===== src/core/stat_pkg.sv =====
// Constants for the serial flash status register block.
// Assumes one core clock domain; the serial pins are asynchronous to it.
package stat_pkg;

  // ****************************************************************
  // Opcodes
  // ****************************************************************
  localparam logic [7:0] OP_READ_STATUS = 8'h05;
  localparam logic [7:0] OP_WRITE_STATUS = 8'h01;
  localparam logic [7:0] OP_WRITE_STATUS2 = 8'h31;
  localparam logic [7:0] OP_WRITE_ENABLE = 8'h06;
  localparam logic [7:0] OP_WRITE_DISABLE = 8'h04;
  localparam logic [7:0] OP_PAGE_PROGRAM = 8'h02;
  localparam logic [7:0] OP_OTP_PROGRAM = 8'h9b;
  localparam logic [7:0] OP_ERASE_PAGE = 8'h81;
  localparam logic [7:0] OP_ERASE_SMALL = 8'h20;
  localparam logic [7:0] OP_ERASE_LARGE = 8'h52;
  localparam logic [7:0] OP_CHIP_ERASE = 8'h60;
  localparam logic [7:0] OP_CHIP_ERASE_ALT = 8'hc7;
  localparam logic [7:0] OP_SOFT_RESET = 8'hf0;

  // ****************************************************************
  // Field positions
  // ****************************************************************
  localparam int LOCK_BIT = 7;
  localparam int FAIL_BIT = 5;
  localparam int PIN_BIT = 4;
  localparam int PROT_BIT = 2;
  localparam int LATCH_BIT = 1;
  localparam int BUSY_BIT = 0;
  localparam int ALLOW_BIT = 4;

  // ****************************************************************
  // Reset values
  // ****************************************************************
  localparam logic LOCK_RST = 1'b0;
  localparam logic PROT_RST = 1'b0;
  localparam logic LATCH_RST = 1'b0;
  localparam logic FAIL_RST = 1'b0;
  localparam logic ALLOW_RST = 1'b0;

  // ****************************************************************
  // Frame byte counts
  // ****************************************************************
  localparam logic [1:0] BYTES_OPCODE = 2'h1;
  localparam logic [1:0] BYTES_ONE_DATA = 2'h2;

endpackage : stat_pkg


===== src/core/spi_frame_if.sv =====
// Serial frame events passed from the pin sampler to the command logic.
// Assumes both ends run on the same core clock.
`timescale 1ns/10ps
interface spi_frame_if;
  logic frame_on;
  logic sck_rise;
  logic sck_fall;
  logic byte_done;
  logic [7:0] byte_val;
  logic [1:0] byte_cnt;
  logic aligned;
  logic frame_end;

  modport shifter (output frame_on, sck_rise, sck_fall, byte_done,
    byte_val, byte_cnt, aligned, frame_end);
  modport core (input frame_on, sck_rise, sck_fall, byte_done,
    byte_val, byte_cnt, aligned, frame_end);
endinterface : spi_frame_if


===== src/core/spi_shifter.sv =====
// Samples the serial pins on the core clock and turns them into events.
// Assumes the serial clock runs well below a quarter of the core clock.
`timescale 1ns/10ps
module spi_shifter (
  // Clock and reset
  input wire logic core_clk,
  input wire logic rst,
  // Serial pins
  input wire logic sck_pin,
  input wire logic cs_n_pin,
  input wire logic mosi_pin,
  // Frame events
  spi_frame_if.shifter link
);

  // ****************************************************************
  // Pin synchronisers
  // ****************************************************************
  logic [2:0] pin_s1;
  logic [2:0] pin_s2;
  logic sck_d;
  logic cs_d;
  logic [2:0] bit_cnt;
  logic [6:0] shift;

  always_ff @(posedge core_clk or posedge rst) begin
    if (rst) begin
      pin_s1 <= 3'h7;
      pin_s2 <= 3'h7;
      sck_d <= 1'b1;
      cs_d <= 1'b1;
    end else begin
      pin_s1 <= {mosi_pin, cs_n_pin, sck_pin};
      pin_s2 <= pin_s1;
      sck_d <= pin_s2[0];
      cs_d <= pin_s2[1];
    end
  end

  // ****************************************************************
  // Edge events
  // ****************************************************************
  assign link.frame_on = !pin_s2[1];
  assign link.sck_rise = link.frame_on && pin_s2[0] && !sck_d;
  assign link.sck_fall = link.frame_on && !pin_s2[0] && sck_d;
  assign link.frame_end = pin_s2[1] && !cs_d;
  assign link.aligned = (bit_cnt == 3'h0);

  // ****************************************************************
  // Bit and byte counting
  // ****************************************************************
  always_ff @(posedge core_clk or posedge rst) begin
    if (rst) begin
      bit_cnt <= 3'h0;
      shift <= 7'h00;
      link.byte_done <= 1'b0;
      link.byte_val <= 8'h00;
      link.byte_cnt <= 2'h0;
    end else begin
      link.byte_done <= link.sck_rise && (bit_cnt == 3'h7);
      if (!link.frame_on) begin
        bit_cnt <= 3'h0;
        link.byte_cnt <= 2'h0;
      end else if (link.sck_rise) begin
        bit_cnt <= bit_cnt + 3'h1;
        shift <= {shift[5:0], pin_s2[2]};
        if (bit_cnt == 3'h7) begin
          link.byte_val <= {shift, pin_s2[2]};
        end
      end
      if (link.frame_on && link.byte_done && link.byte_cnt != 2'h3) begin
        link.byte_cnt <= link.byte_cnt + 2'h1;
      end
    end
  end

endmodule : spi_shifter


===== src/core/flash_status.sv =====
// Status register logic of a serial flash, read and written over SPI.
// Assumes a program/erase engine on the core clock reports busy and end.
//
// Summary of operation
// - Opcode 05h, then status bits each clock.
// - Status read answered even while busy.
// - Byte one then byte two, MSB first, repeating.
// - Each repetition carries freshly sampled values.
// - Chip select release ends read, output off.
// - Only lock, protect and soft reset allow bits are writable.
// - Lock plus asserted pin freezes protect bit.
// - Lock clear allows protect change; resets zero.
// - Pin asserted: lock may only be set.
// - Failure flag updated after every non-aborted operation.
// - Aborted operations never set failure flag.
// - Pin state bit is inverse of pin assertion.
// - Protect bit blocks array program and erase, not OTP.
// - Latch clear rejects program, erase, status write.
// - Latch cleared by reset and soft reset.
// - Latch cleared after listed commands end.
// - Of opcodes, only full write-class ones clear latch.
// - Busy bit high during internal operations.
// - Busy shown at bit zero of both bytes.
// - Soft reset allow bit resets to zero.
// - Status write byte: bit 7 lock, 2 protect.
`timescale 1ns/10ps
module flash_status (
  // Clock and reset
  input wire logic core_clk,
  input wire logic rst,
  // Serial pins
  input wire logic sck_pin,
  input wire logic cs_n_pin,
  input wire logic mosi_pin,
  output logic miso_out,
  output logic miso_oe,
  // Write protect pin, asserted low
  input wire logic protect_n_pin,
  // Program and erase engine
  input wire logic op_busy,
  input wire logic op_end,
  input wire logic op_error,
  input wire logic op_aborted,
  input wire logic hold_abort,
  output logic op_start,
  output logic [7:0] op_code,
  output logic soft_reset
);

  // ****************************************************************
  // Frame sampler
  // ****************************************************************
  spi_frame_if link ();

  spi_shifter u_shifter (
    .core_clk(core_clk),
    .rst(rst),
    .sck_pin(sck_pin),
    .cs_n_pin(cs_n_pin),
    .mosi_pin(mosi_pin),
    .link(link.shifter)
  );

  // ****************************************************************
  // State and registers
  // ****************************************************************
  typedef enum logic [3:0] {
    st_idle = 4'b0001,
    st_cmd = 4'b0010,
    st_read = 4'b0100,
    st_arg = 4'b1000
  } frame_state_e;

  frame_state_e state;
  frame_state_e next_state;
  logic pin_s1;
  logic pin_s2;
  logic protection_lock;
  logic array_protect;
  logic write_latch;
  logic program_fail_flag;
  logic soft_reset_allow;
  logic [7:0] wr_data;
  logic [3:0] rd_idx;
  logic [7:0] rd_shift;
  logic rd_started;
  logic [7:0] status_one;
  logic [7:0] status_two;

  // Protect pin passes two flops before use
  always_ff @(posedge core_clk or posedge rst) begin
    if (rst) begin
      pin_s1 <= 1'b1;
      pin_s2 <= 1'b1;
    end else begin
      pin_s1 <= protect_n_pin;
      pin_s2 <= pin_s1;
    end
  end

  // ****************************************************************
  // Decoding
  // ****************************************************************
  wire pin_asserted = !pin_s2;
  wire protect_pin_state = pin_s2;
  wire op_in_progress = op_busy;
  wire commit = link.frame_end && (state == st_arg);
  wire full_bytes = link.aligned;
  wire has_data = full_bytes && (link.byte_cnt >= stat_pkg::BYTES_ONE_DATA);
  wire is_wen = (op_code == stat_pkg::OP_WRITE_ENABLE);
  wire is_wdis = (op_code == stat_pkg::OP_WRITE_DISABLE);
  wire is_wsr = (op_code == stat_pkg::OP_WRITE_STATUS);
  wire is_wsr2 = (op_code == stat_pkg::OP_WRITE_STATUS2);
  wire is_reset = (op_code == stat_pkg::OP_SOFT_RESET);
  wire is_otp = (op_code == stat_pkg::OP_OTP_PROGRAM);
  wire is_array = (op_code == stat_pkg::OP_PAGE_PROGRAM) ||
    (op_code == stat_pkg::OP_ERASE_PAGE) ||
    (op_code == stat_pkg::OP_ERASE_SMALL) ||
    (op_code == stat_pkg::OP_ERASE_LARGE) ||
    (op_code == stat_pkg::OP_CHIP_ERASE) ||
    (op_code == stat_pkg::OP_CHIP_ERASE_ALT);
  wire is_prog = is_array || is_otp;
  wire is_read = (link.byte_val == stat_pkg::OP_READ_STATUS);
  wire opcode_in = (state == st_cmd) && link.byte_done;

  // Status write applies only with latch set and a whole data byte
  wire wsr_ok = commit && is_wsr && write_latch && has_data;
  // Lock set with pin asserted ignores the whole write
  wire wsr_frozen = protection_lock && pin_asserted;
  wire wsr_apply = wsr_ok && !wsr_frozen;
  wire wsr2_apply = commit && is_wsr2 && write_latch && has_data;
  wire wen_done = commit && is_wen && full_bytes;
  wire wdis_done = commit && is_wdis && full_bytes;
  wire reset_done = commit && is_reset && full_bytes && soft_reset_allow;
  // Array work is blocked by the protect bit, OTP work is not
  wire start_ok = commit && is_prog && full_bytes && write_latch &&
    !op_in_progress && (is_otp || !array_protect);
  // Commit needs the whole opcode, so partial opcodes never clear
  wire latch_clear = wdis_done || (commit && (is_wsr || is_wsr2)) ||
    (commit && is_prog) || op_end || op_aborted || hold_abort ||
    reset_done;

  // ****************************************************************
  // Live status bytes
  // ****************************************************************
  always_comb begin
    status_one = 8'h00;
    status_one[stat_pkg::LOCK_BIT] = protection_lock;
    status_one[stat_pkg::FAIL_BIT] = program_fail_flag;
    status_one[stat_pkg::PIN_BIT] = protect_pin_state;
    status_one[stat_pkg::PROT_BIT] = array_protect;
    status_one[stat_pkg::LATCH_BIT] = write_latch;
    status_one[stat_pkg::BUSY_BIT] = op_in_progress;
    status_two = 8'h00;
    status_two[stat_pkg::ALLOW_BIT] = soft_reset_allow;
    status_two[stat_pkg::BUSY_BIT] = op_in_progress;
  end

  wire [7:0] live_byte = rd_idx[3] ? status_two : status_one;

  // ****************************************************************
  // Frame state machine
  // ****************************************************************
  always_comb begin
    next_state = state;
    case (state)
      st_idle: begin
        if (link.frame_on) begin
          next_state = st_cmd;
        end
      end
      st_cmd: begin
        if (link.byte_done) begin
          next_state = is_read ? st_read : st_arg;
        end
      end
      st_read: begin
        next_state = st_read;
      end
      st_arg: begin
        next_state = st_arg;
      end
      default: begin
        next_state = st_idle;
      end
    endcase
    if (!link.frame_on) begin
      next_state = st_idle;
    end
  end

  always_ff @(posedge core_clk or posedge rst) begin
    if (rst) begin
      state <= st_idle;
      op_code <= 8'h00;
      wr_data <= 8'h00;
    end else begin
      state <= next_state;
      if (opcode_in) begin
        op_code <= link.byte_val;
      end
      if (link.byte_done && link.byte_cnt == stat_pkg::BYTES_OPCODE) begin
        wr_data <= link.byte_val;
      end
    end
  end

  // ****************************************************************
  // Status read shifter
  // ****************************************************************
  // A new byte is taken from live values at each byte start
  always_ff @(posedge core_clk or posedge rst) begin
    if (rst) begin
      rd_idx <= 4'h0;
      rd_shift <= 8'h00;
      rd_started <= 1'b0;
      miso_out <= 1'b0;
    end else if (state != st_read) begin
      rd_idx <= 4'h0;
      rd_started <= 1'b0;
    end else if (link.sck_fall) begin
      rd_idx <= rd_idx + 4'h1;
      rd_started <= 1'b1;
      if (rd_idx[2:0] == 3'h0) begin
        miso_out <= live_byte[7];
        rd_shift <= {live_byte[6:0], 1'b0};
      end else begin
        miso_out <= rd_shift[7];
        rd_shift <= {rd_shift[6:0], 1'b0};
      end
    end
  end

  assign miso_oe = (state == st_read) && link.frame_on && rd_started;

  // ****************************************************************
  // Status bits
  // ****************************************************************
  always_ff @(posedge core_clk or posedge rst) begin
    if (rst) begin
      protection_lock <= stat_pkg::LOCK_RST;
      array_protect <= stat_pkg::PROT_RST;
      soft_reset_allow <= stat_pkg::ALLOW_RST;
    end else begin
      if (wsr_apply) begin
        protection_lock <= wr_data[stat_pkg::LOCK_BIT];
        array_protect <= wr_data[stat_pkg::PROT_BIT];
      end
      if (wsr2_apply) begin
        soft_reset_allow <= wr_data[stat_pkg::ALLOW_BIT];
      end
    end
  end

  // Write enable wins over a clear in the same cycle
  always_ff @(posedge core_clk or posedge rst) begin
    if (rst) begin
      write_latch <= stat_pkg::LATCH_RST;
    end else if (wen_done) begin
      write_latch <= 1'b1;
    end else if (latch_clear) begin
      write_latch <= 1'b0;
    end
  end

  // Only a completed, non-aborted operation updates the flag
  always_ff @(posedge core_clk or posedge rst) begin
    if (rst) begin
      program_fail_flag <= stat_pkg::FAIL_RST;
    end else if (op_end && !op_aborted) begin
      program_fail_flag <= op_error;
    end
  end

  always_ff @(posedge core_clk or posedge rst) begin
    if (rst) begin
      op_start <= 1'b0;
      soft_reset <= 1'b0;
    end else begin
      op_start <= start_ok;
      soft_reset <= reset_done;
    end
  end

  // ****************************************************************
  // Assertions
  // ****************************************************************
  a_read_entry: assert property (
    @(posedge core_clk) disable iff (rst)
    opcode_in && is_read && link.frame_on |=> state == st_read)
    else $error("status read opcode did not start the read");

  a_out_off: assert property (
    @(posedge core_clk) disable iff (rst)
    !link.frame_on |-> !miso_oe)
    else $error("serial output driven outside a frame");

  a_byte_order: assert property (
    @(posedge core_clk) disable iff (rst)
    state == st_read && link.sck_fall && link.frame_on &&
    rd_idx == 4'h8 |=> miso_out == $past(status_two[7]) &&
    rd_shift == {$past(status_two[6:0]), 1'b0})
    else $error("byte two not loaded fresh after byte one");

  a_busy_both: assert property (
    @(posedge core_clk) disable iff (rst)
    op_busy |-> status_one[0] && status_two[0])
    else $error("busy not shown at bit zero of both bytes");

  a_pin_mirror: assert property (
    @(posedge core_clk) disable iff (rst)
    $fell(protect_n_pin) |-> ##2 !status_one[stat_pkg::PIN_BIT])
    else $error("pin state bit not low two cycles after assertion");

  a_protect_frozen: assert property (
    @(posedge core_clk) disable iff (rst)
    protection_lock && pin_asserted |=>
    array_protect == $past(array_protect))
    else $error("protect bit changed while locked");

  a_lock_hold: assert property (
    @(posedge core_clk) disable iff (rst)
    protection_lock && pin_asserted |=> protection_lock)
    else $error("lock cleared while pin asserted");

  a_lock_write: assert property (
    @(posedge core_clk) disable iff (rst)
    wsr_ok && !protection_lock |=>
    protection_lock == $past(wr_data[7]) &&
    array_protect == $past(wr_data[2]))
    else $error("unlocked status write not applied");

  a_fail_abort: assert property (
    @(posedge core_clk) disable iff (rst)
    op_end && op_aborted |=> $stable(program_fail_flag))
    else $error("aborted operation changed failure flag");

  a_fail_update: assert property (
    @(posedge core_clk) disable iff (rst)
    op_end && !op_aborted |=> program_fail_flag == $past(op_error))
    else $error("failure flag not updated at operation end");

  a_start_gate: assert property (
    @(posedge core_clk) disable iff (rst)
    op_start |-> $past(write_latch) &&
    ($past(is_otp) || !$past(array_protect)))
    else $error("operation started without latch or while protected");

  a_latch_clear: assert property (
    @(posedge core_clk) disable iff (rst)
    commit && (is_prog || is_wsr) |=> !write_latch)
    else $error("latch not cleared after write-class command");

  a_latch_keep: assert property (
    @(posedge core_clk) disable iff (rst)
    link.frame_end && state == st_cmd && !op_end && !op_aborted &&
    !hold_abort |=> $stable(write_latch))
    else $error("partial opcode changed the latch");

endmodule : flash_status


===== config.mk =====
export PLATFORM = sky130hd
export DESIGN_NAME = flash_status
export DESIGN_NICKNAME = d
export VERILOG_FILES = /design/src/core/stat_pkg.sv /design/src/core/spi_frame_if.sv /design/src/core/spi_shifter.sv /design/src/core/flash_status.sv
export SDC_FILE = /design/constraint.sdc
export NUM_CORES = 1
export LEC_CHECK = 0
export BUFFER_PORTS_ARGS = -buffer_cell sky130_fd_sc_hd__clkbuf_2
export CORE_AREA = 2 2 72 108
export CTS_CLUSTER_DIAMETER = 100
export DETAILED_ROUTE_END_ITERATION = 10
export DIE_AREA = 0 0 74 110
export PLACE_DENSITY = 0.6
export SLEW_MARGIN = 30
export SYNTH_ARGS = -nofsm -noshare
export SYNTH_HDL_FRONTEND = slang
export SYNTH_HIERARCHICAL = 1
export SYNTH_SLANG_ARGS = --single-unit

===== constraint.sdc =====
create_clock -name core_clk -period 4.6 [get_ports core_clk]
set_clock_uncertainty 0.1 [all_clocks]
set_input_delay 0.23 -clock core_clk [delete_from_list [all_inputs] [get_ports core_clk]]
set_output_delay 0.23 -clock core_clk [all_outputs]
set_load 0.05 [all_outputs]

After elaboration in Yosys (flattened, before gate mapping):

Cells that the tools add are included.

* register bits after elaboration: 72
* output and inout bits: 12
* word-level logic and storage cells: 138

* add/subtract/negate cells: 3
* order comparisons: 1
* eq/ne operators: 22
* muxes and demuxes: 17
* bitwise operators: 2
* reductions and logical operators: 68

Operator list (count)
* $logic_and 1x1->1: 36
* $eq 8x8->1 const B: 4
* $eq 8x3->1 const B: 3
* $mux 4: 5
* $eq 8x6->1 const B: 2
* $eq 8x7->1 const B: 2
* $mux 8: 2
* $pmux 4 s4: 1
* $logic_or 1x1->1: 14
* $logic_not 1->1: 9
* $eq 8x1->1 const B: 1
* $eq 8x2->1 const B: 1
* $reduce_bool 2->1: 4
* $logic_not 3->1: 2
* $mux 3: 2
* $mux 1: 5
* $add 4x1->4 const B: 1
* $eq 4x1->1 const B: 1
* $eq 4x2->1 const B: 1
* $eq 4x3->1 const B: 1
* $eq 4x4->1 const B: 1
* $mux 2: 2
* $ne 4x3->1 const B: 1
* $reduce_and 2->1: 2
* other kinds (9): 10

Logic depth before layout (Yosys ltp):

Gate-level depths: netlist of run 1.

* depth after elaboration: 15
* depth in mapped cells: 7

Cells and area by module:

Netlist of run 1, hierarchy kept.

Modules (own cells, without submodules)
* flash_status: instances 1, cells an instance 191, area each 1971.9 µm², sequential area each 929.6 µm²
* spi_shifter: instances 1, cells an instance 72, area each 1159.9 µm², sequential area each 735.7 µm²

Worst setup path after synthesis of run 1:

OpenSTA, ideal clock, no wires.

* kind: reg2reg
* from: register op_code[0]
* to: register array_protect
* library setup time: 0.125 ns
* arrival time: 1.844 ns
* data required time: 4.375 ns
* path slack: 2.531 ns
* cell stages (with the launch flop): 5
* period minus slack after synthesis: 2.069 ns
* cells stage by stage: dfrtp_1 > nor4b_4 > nand4_2 > a2111oi_2 > mux2_2

* cells in the longest elaborated chain, start to end: 5

Ends and longest elaborated chain
* start, declared: RTL line flash_status.sv:46 `output logic [7:0] op_code,`
* start signal, assigned: RTL line flash_status.sv:200 `op_code <= link.byte_val;`
* $eq 8x1->1: RTL line flash_status.sv:112 `wire is_wsr = (op_code == stat_pkg::OP_WRITE_STATUS);`
* $logic_and 1x1->1 (3 in a row): RTL line flash_status.sv:127 `wire wsr_ok = commit && is_wsr && write_latch && has_data;`
* $logic_and 1x1->1: RTL line flash_status.sv:130 `wire wsr_apply = wsr_ok && !wsr_frozen;`
* end signal, assigned: RTL line flash_status.sv:242 `array_protect <= stat_pkg::PROT_RST;`
* end signal, assigned: RTL line flash_status.sv:247 `array_protect <= wr_data[stat_pkg::PROT_BIT];`
* end, declared: RTL line flash_status.sv:79 `logic array_protect;`

No other way between the ends.
A chain may end at the register's enable or synchronous reset.

Worst setup path in the final report of run 1:

* from: register state[2]
* to: output miso_oe

* cells in the longest elaborated chain, start to end: 3

Ends and longest elaborated chain
* start, declared: RTL line flash_status.sv:74 `frame_state_e state;`
* start signal, assigned: RTL line flash_status.sv:194 `state <= st_idle;`
* start signal, assigned: RTL line flash_status.sv:198 `state <= next_state;`
* $eq 4x3->1: RTL line flash_status.sv:234 `assign miso_oe = (state == st_read) && link.frame_on && rd_started;`
* $logic_and 1x1->1 (2 in a row): RTL line flash_status.sv:234
* end, declared: RTL line flash_status.sv:36 `output logic miso_oe,`

No other way between the ends.

==> key figures, run 1 <==
Critical path
  • R2R Path Start: u_shifter/sck_d$_DFF_PP1_
  • Crit path kind: reg -> out
  • R2r setup slk: 2.40 ns
  • Max incr delay on CP: 0.52 ns
  • Cell family with most CP delay: simple AND/OR/NAND/NOR gates
  • Critical path capture point type: output pin
  • Critical path arrival: 1.94 ns
  • FF-to-FF path depth: 3
  • CP Cell Sequence: nor4b_1 -> and3_1 -> clkbuf_2
  • Crit-path slowest cell: dfrtp_1
  • Crit path launch type: register
  • Worst-path maximum fanout: 9
  • Reg-to-reg critical path endpoint: rd_shift[1]$_DFFE_PP0P_
  • Required @ worst endpoint: 4.27 ns
  • Worst path bufs/invs: 1

Place
  • Port Buffers: 22
  • Placement Setup Slack: 2.421 ns
  • Placed cell count: 374
  • DPL Wire Length: 4393 um
  • Final Wtd Congestion: 0.8062

Timing
  • Hold_ws: 0.03603 ns
  • Fin crit period: 2.270 ns
  • Final worst-path cycle share: 49.36%
  • Max Slew Vio Count: 0
  • Unrepaired setup endpoints after global routing: no
  • Peak Freq: 440.4 MHz
  • Least-Margin Pin Slew: 0.8323 ns
  • PnR worst setup slack: 2.330 ns
  • Final hold vios: 0
  • Max-slew headroom: 44.39%
  • Final setup vio count: 0
  • Final TNS setup: 0 ns

Synthesis
  • #FFs+latches synth: 66
  • Synth Area in Compound Gates: 6.193%
  • Ys flop type: dfrtp_1
  • Ys async rst share: 100.0%
  • Cell Area, Synth: 3132 um2
  • Adder-cell share of the synthesized area: 2.397%
  • Syn Inst Count: 263
  • Post-synth EDFFs: 0
  • Post-synthesis average cell area: 11.91 um2
  • Post-synthesis simple-gate area fraction: 18.94%
  • Mux share of post-synthesis cell area: 13.30%
  • Synth cell types: 52
  • Biggest area consumer among synthesized cells: dfrtp_1
  • Synth Area in XOR/XNOR: 1.678%
  • Warnings, synthesis: 6
  • Seq/Total Area, Yosys: 53.18%
  • Largest family of logic cells by synthesized area: simple AND/OR/NAND/NOR gates
  • Synth top area share: 43.95%
  • Area contributors post-synth: dfrtp_1 (44%), dfstp_2 (9.2%), mux2_2 (7.6%)
  • Post-synthesis net count: 280

Global route
  • GR Util All Layers: 16.79%
  • Largest net degree at the start of global routing: 38
  • Initial antenna violation count: 0
  • Vias in the first global route: 2,083
  • Grt total ovfl: 0
  • First-pass GRT wire length: 9977 um

Cells and area
  • Share of layout cells above drive strength 1: 29.73%
  • Nets: 308
  • Diodes inserted: 0
  • Layout Area Growth over Synthesis: 12.58%
  • Fin cells: 396

Route
  • Residual DRC: 0
  • Vias: 2,033
  • Initial DRC count: 109
  • Routed length per instance: 15.02 um
  • Detail Route Antenna Nets: 0
  • Drt first pass iters: 4
  • Total Routed Length: 5946 um
  • Vias per std cell: 5.134

Job
  • Max cap viols: 0

Clock tree
  • Clock Latency Late Sink: 0.35 ns
  • CTS buffer count: 9
  • H-tree depth: 3
  • Clk root buf: clkbuf_8
  • # clock sinks: 66
  • Clk pin slew, worst setup/hold paths: 0.07 ns
  • CTS tree: built
  • Buffer depth of the longest clock path: 2

Floorplanning
  • Core Box Area: 7179 um2
  • Starting Density: 43.62%
  • FP Rows: 38
  • DIE WIDTH: 74 um
  • Top-Level Pins: 23
  • Die height: 110 um
  • Die area: 8140 um2

Run status
  • Status: completed

Power
  • Lkg Pwr: 0.001597 uW
  • Pwr per Cell Area: 331.0 nW/um2
  • Max IR drop VDD: 0.0001479 V

Worst hold path
  • Hold Path Stages: 3
  • Hold path startpoint: op_busy
  • Min-delay worst type: in -> reg
  • Hold EP: rd_shift[1]$_DFFE_PP0P_
-- tightest hold or removal path, cell delays in order --
cell and delay (ns):
clkbuf_2 0.08, inv_1 0.06, o31ai_1 0.07
-- power breakdown --
| group | total [uW] | internal [uW] | switching, uW |
|---|---|---|---|
| Combinational | 83.6 | 46.0 | 37.5 |
| Sequential | 652 | 621 | 31.2 |
| Clock | 432 | 223 | 209 |
-- how the worst max path moves through the flow --
stage	endpoint	slack, ns	depth (start not counted)	from
after global placement	rd_shift[1]$_DFFE_PP0P_	2.49	3	u_shifter/sck_d$_DFF_PP1_
after floorplan	array_protect$_DFFE_PP0P_	2.53	4	op_code[0]$_DFFE_PP0P_
after global routing	rd_shift[1]$_DFFE_PP0P_	2.19	3	u_shifter/sck_d$_DFF_PP1_
after detailed placement	rd_shift[1]$_DFFE_PP0P_	2.42	3	u_shifter/sck_d$_DFF_PP1_
after CTS	miso_oe	2.30	3	state[2]$_DFFE_PP0P_
final	miso_oe	2.33	3	state[2]$_DFFE_PP0P_
-- layer usage --
metal,track usage (%),wire length (um),vias up
met3,4.909,177,18
li1,-,-,980
met5,0,0,-
met1,19.17,2488,1003
met4,10.13,214,0
met2,27.36,3066,32
-- layout by cell type (no fill, tap or decap), drive strengths merged, types with 9 or more instances in the layout --
cell    instances
nor3b          11
nor2           16
o21ai           9
mux2           29
dfstp          11
a21oi          10
dfrtp          55
clkbuf         35
inv            14
nand2          19
-- through the flow --
step,instance area [um2],power [uW],utilization (%)
after floorplan,3132,722.5,-
after global placement,3292,741.8,45.85
after detailed placement,3292,745.2,45.85
after CTS,3526,1185,49.11
after global routing,3526,1227,49.11
final,3526,1167,49.11
-- timing repair --
action                    CTS  global route
hold buffers                6             0
resized for setup           0             0
hold endpoints to repair   60             0
setup buffers               0             0
-- logic make-up (layout without fill, tap and decap cells) --
kind of cell    count (synthesis)  count (layout)
fa+ha+maj                       6               6
flops                          66              66
xor+xnor                        6               6
mux                            35              35
simple gates                   94              94
buf+inv                        26              59
compound gates                 30              30
-- state kept, by name (all words and copies together) (netlist names), 2 cells and up --
signal / flops
u_shifter/bit_cnt: 3
u_shifter/pin_s2: 3
wr_data: 3
rd_idx: 4
rd_shift: 7
u_shifter/link.byte_val: 8
state: 4
u_shifter/pin_s1: 3
u_shifter/link.byte_cnt: 2
op_code: 8
u_shifter/shift: 7
-- cell usage after synthesis (all sizes together) (2+ instances only) --
cell type and number:
a2111oi 2, a21oi 10, and2 2, and3 2, and3b 3, and4 2
and4b 2, buf 6, clkbuf 6, dfrtp 55, dfstp 11, ha 6
inv 14, mux2 29, mux2i 6, nand2 19, nand2b 2, nand3 6
nand4 4, nor2 16, nor2b 6, nor3 3, nor3b 11, nor4 3
nor4b 6, nor4bb 2, o21ai 9, o21bai 2, or2 2, xnor2 4
xor2 2
-- cell type report --
class                           instances  area, um2
Fill cell                             633       3654
Sequential cell                        66       1665
Multi-Input combinational cell        171       1331
Timing Repair Buffer                   29      177.7
Clock buffer                           13      158.9
Tap cell                              100      125.1
Inverter                               14      52.55
Clock inverter                          3      15.01
(Power assumes the default switching activity.)
==> run 2, diff against run 1 <==
==> constraint.sdc (replaced) <==
create_clock -name core_clk -period 2.1 [get_ports core_clk]
set_clock_uncertainty 0.1 [all_clocks]
set_input_delay 0.105 -clock core_clk [delete_from_list [all_inputs] [get_ports core_clk]]
set_output_delay 0.105 -clock core_clk [all_outputs]
set_load 0.05 [all_outputs]
==> run 2 against run 1 <==
- cell count grew 3.8%
- cell area grew 4.9%
- clock power grew to 2.5 times the previous value
- via count shrank 0.34%
- worst setup slack lost 2.2 ns
- combinational power grew 130%
- first-iteration DRC count grew 10%
- die area is the same
- sequential share of layout area shrank 2.2 points
- global-route usage shrank 0.066 points
- routed wire length grew 0.91%
- highest routed layer unchanged
==> key figures, run 2 (synthesis results as in run 1) <==
Run status
  • Status: completed

Critical path
  • Crit path launch type: register
  • FF-to-FF path depth: 6 (+3)
  • Critical path capture point type: register
  • Critical path arrival: 2.09 ns (+0.15 ns)
  • Crit path kind: reg -> reg
  • Max incr delay on CP: 0.53 ns (about the same)
  • CP Cell Sequence: inv_1 -> nor2_1 -> nor2b_4 -> nand4_2 -> a2111oi_2 -> mux2_2
  • Worst path bufs/invs: 1 (unchanged)
  • Cell family with most CP delay: flip-flops
  • Crit-path slowest cell: dfstp_2
  • Required @ worst endpoint: 2.22 ns (-2.05 ns)
  • CP Depth: 6 (+3)
  • Worst-path maximum fanout: 4 (-5)

Route
  • Initial DRC count: 120 (+10%)
  • Vias per std cell: 4.929 (-4.0%)
  • Residual DRC: 0 (unchanged)
  • Drt first pass iters: 4 (unchanged)
  • Vias: 2,026 (-0.34%)
  • Total Routed Length: 6000 um (+0.91%)
  • Detail Route Antenna Nets: 0 (unchanged)
  • Routed length per instance: 14.60 um (-2.8%)

Timing
  • PnR worst setup slack: 0.1331 ns (-2.196 ns)
  • Hold_ws: 0.04479 ns (+0.008760 ns)
  • Max-slew headroom: 62.83% (+18 points)
  • Unrepaired setup endpoints after global routing: no
  • Final worst-path cycle share: 93.66%
  • Peak Freq: 508.4 MHz
  • Least-Margin Pin Slew: 0.5499 ns (-0.2824 ns)
  • Final hold vios: 0 (unchanged)
  • Final TNS setup: 0 ns (unchanged)
  • Max Slew Vio Count: 0 (unchanged)
  • Fin crit period: 1.967 ns
  • Final setup vio count: 0 (unchanged)

Global route
  • GR Layer Usage met1: 18.96% (-0.20 points)
  • Initial antenna violation count: 0 (unchanged)
  • M2 GR Usage: 29.34% (+2.0 points)
  • Grt peak-use layer: met2
  • Largest net degree at the start of global routing: 38 (unchanged)
  • Vias in the first global route: 2,102 (+0.91%)
  • First-pass GRT wire length: 10,090 um (+1.1%)
  • GR Util All Layers: 16.72% (-0.066 points)
  • Met3 usage: 3.455% (-1.5 points)
  • Grt total ovfl: 0 (unchanged)

Cells and area
  • # fillers: 654 (+3.3%)
  • Share of layout cells above drive strength 1: 32.80% (+3.1 points)
  • Layout Area Growth over Synthesis: 18.06%
  • Biggest regs: op_code: 8 flops, u_shifter/link.byte_val: 8 flops
  • Fin cells: 411 (+3.8%)
  • Final Instance Area: 3697 um2 (+4.9%)
  • Register area: 1665 um2 (unchanged)
  • Diodes inserted: 0 (unchanged)
  • Most common cell after layout, fill and taps aside: dfrtp_1
  • Most frequent cells in the layout: dfrtp_1 (55), clkbuf_2 (22), mux2_2 (21)
  • Area of the multi-input gates: 1345 um2 (+1.0%)
  • Nets: 324 (+5.2%)

Power
  • Max IR drop VDD: 0.0004534 V (+210%)
  • Lkg Pwr: 0.001698 uW (+6.3%)
  • Pwr per Cell Area: 735.9 nW/um2 (+120%)

Clock tree
  • CTS buffer count: 9 (unchanged)
  • Buffer depth of the longest clock path: 2 (unchanged)
  • Clk root buf: clkbuf_8
  • Clock Latency Late Sink: 0.34 ns (about the same)
  • CTS tree: built
  • Clk pin slew, worst setup/hold paths: 0.07 ns (about the same)
  • H-tree depth: 3 (unchanged)
  • Post CTS Setup Buffer Count: 0 (unchanged)
  • # clock sinks: 66 (unchanged)

Place
  • Placement Setup Slack: 0.1044 ns (-2.316 ns)
  • Placed cell count: 387 (+3.5%)
  • Port Buffers: 22 (unchanged)
  • DPL Wire Length: 4457 um (+1.5%)
  • Final Wtd Congestion: 0.8039 (-0.29%)
  • Cell Area, Placed: 3390 um2 (+3.0%)

Floorplanning
  • Die height: 110 um (unchanged)
  • DIE WIDTH: 74 um (unchanged)
  • Top-Level Pins: 23 (unchanged)
  • Die area: 8140 um2 (unchanged)
  • FP Rows: 38 (unchanged)
  • Core Box Area: 7179 um2 (unchanged)
  • Starting Density: 43.62% (unchanged)

Worst hold path
  • Min-delay worst type: in -> reg
  • Hold Path Stages: 3 (unchanged)

Job
  • Max cap viols: 0 (unchanged)
[run 2: where the power goes]
part / total (uW) / leakage, uW / switching [uW] / internal [uW]
clock network: 1090 / 0.000106 / 454 / 638
logic: 196 / 0.000729 / 87.0 / 109
registers: 1430 / 0.000864 / 72.9 / 1360
[run 2: final cells by class]
type	count	area share, %
clock buffer	13	4.569
clock inverter	2	0.9475
inverter	14	1.421
multi-input combinational	171	36.38
sequential	66	45.04
tap	100	3.384
timing repair buffer	45	8.257
[run 2: through the flow]
step | power [uW] | util, %
finish | 2721 | 51.50
global route | 2854 | 51.50
CTS | 2754 | 51.39
detailed placement | 1640 | 47.21
global placement | 1631 | 47.21
floorplan | 1583 | -
[run 2: final timing paths]
kind,startpoint,to,slack (ns)
setup / recovery,u_shifter/pin_s2[1]$_DFF_PP1_,array_protect$_DFFE_PP0P_,0.13
hold / removal,op_aborted,program_fail_flag$_DFFE_PP0P_,0.04
setup reg to reg,u_shifter/pin_s2[1]$_DFF_PP1_,array_protect$_DFFE_PP0P_,0.13
hold reg to reg,pin_s1$_DFF_PP1_,pin_s2$_DFF_PP1_,0.26
max in group asynchronous,rst,state[0]$_DFFE_PP1P_,1.23
min in group asynchronous,rst,u_shifter/link.byte_cnt[0]$_DFFE_PP0P_,0.28
[run 2: what timing repair did]
action / CTS / global route
hold buffers: 9 / 0
resized for setup: 1 / 2
endpoints found under the setup margin: 1 / 2
gates cloned: 0 / 0
hold endpoints to repair: 63 / 0
[run 2: worst reg2reg max path, delay by kind of cell (launching register included)]
kind	cells	cell delay, ns
DFF	1	0.53
and+or+nand+nor	3	0.45
muxes	1	0.37
AOI/OAI and AO/OA	1	0.34
buffers and inverters	1	0.07
[run 2: routing by layer]
metal	up-vias	share of wire, %
li1	1013	-
met1	977	42
met2	30	54
met3	6	2.8
met4	0	1.4
met5	-	0
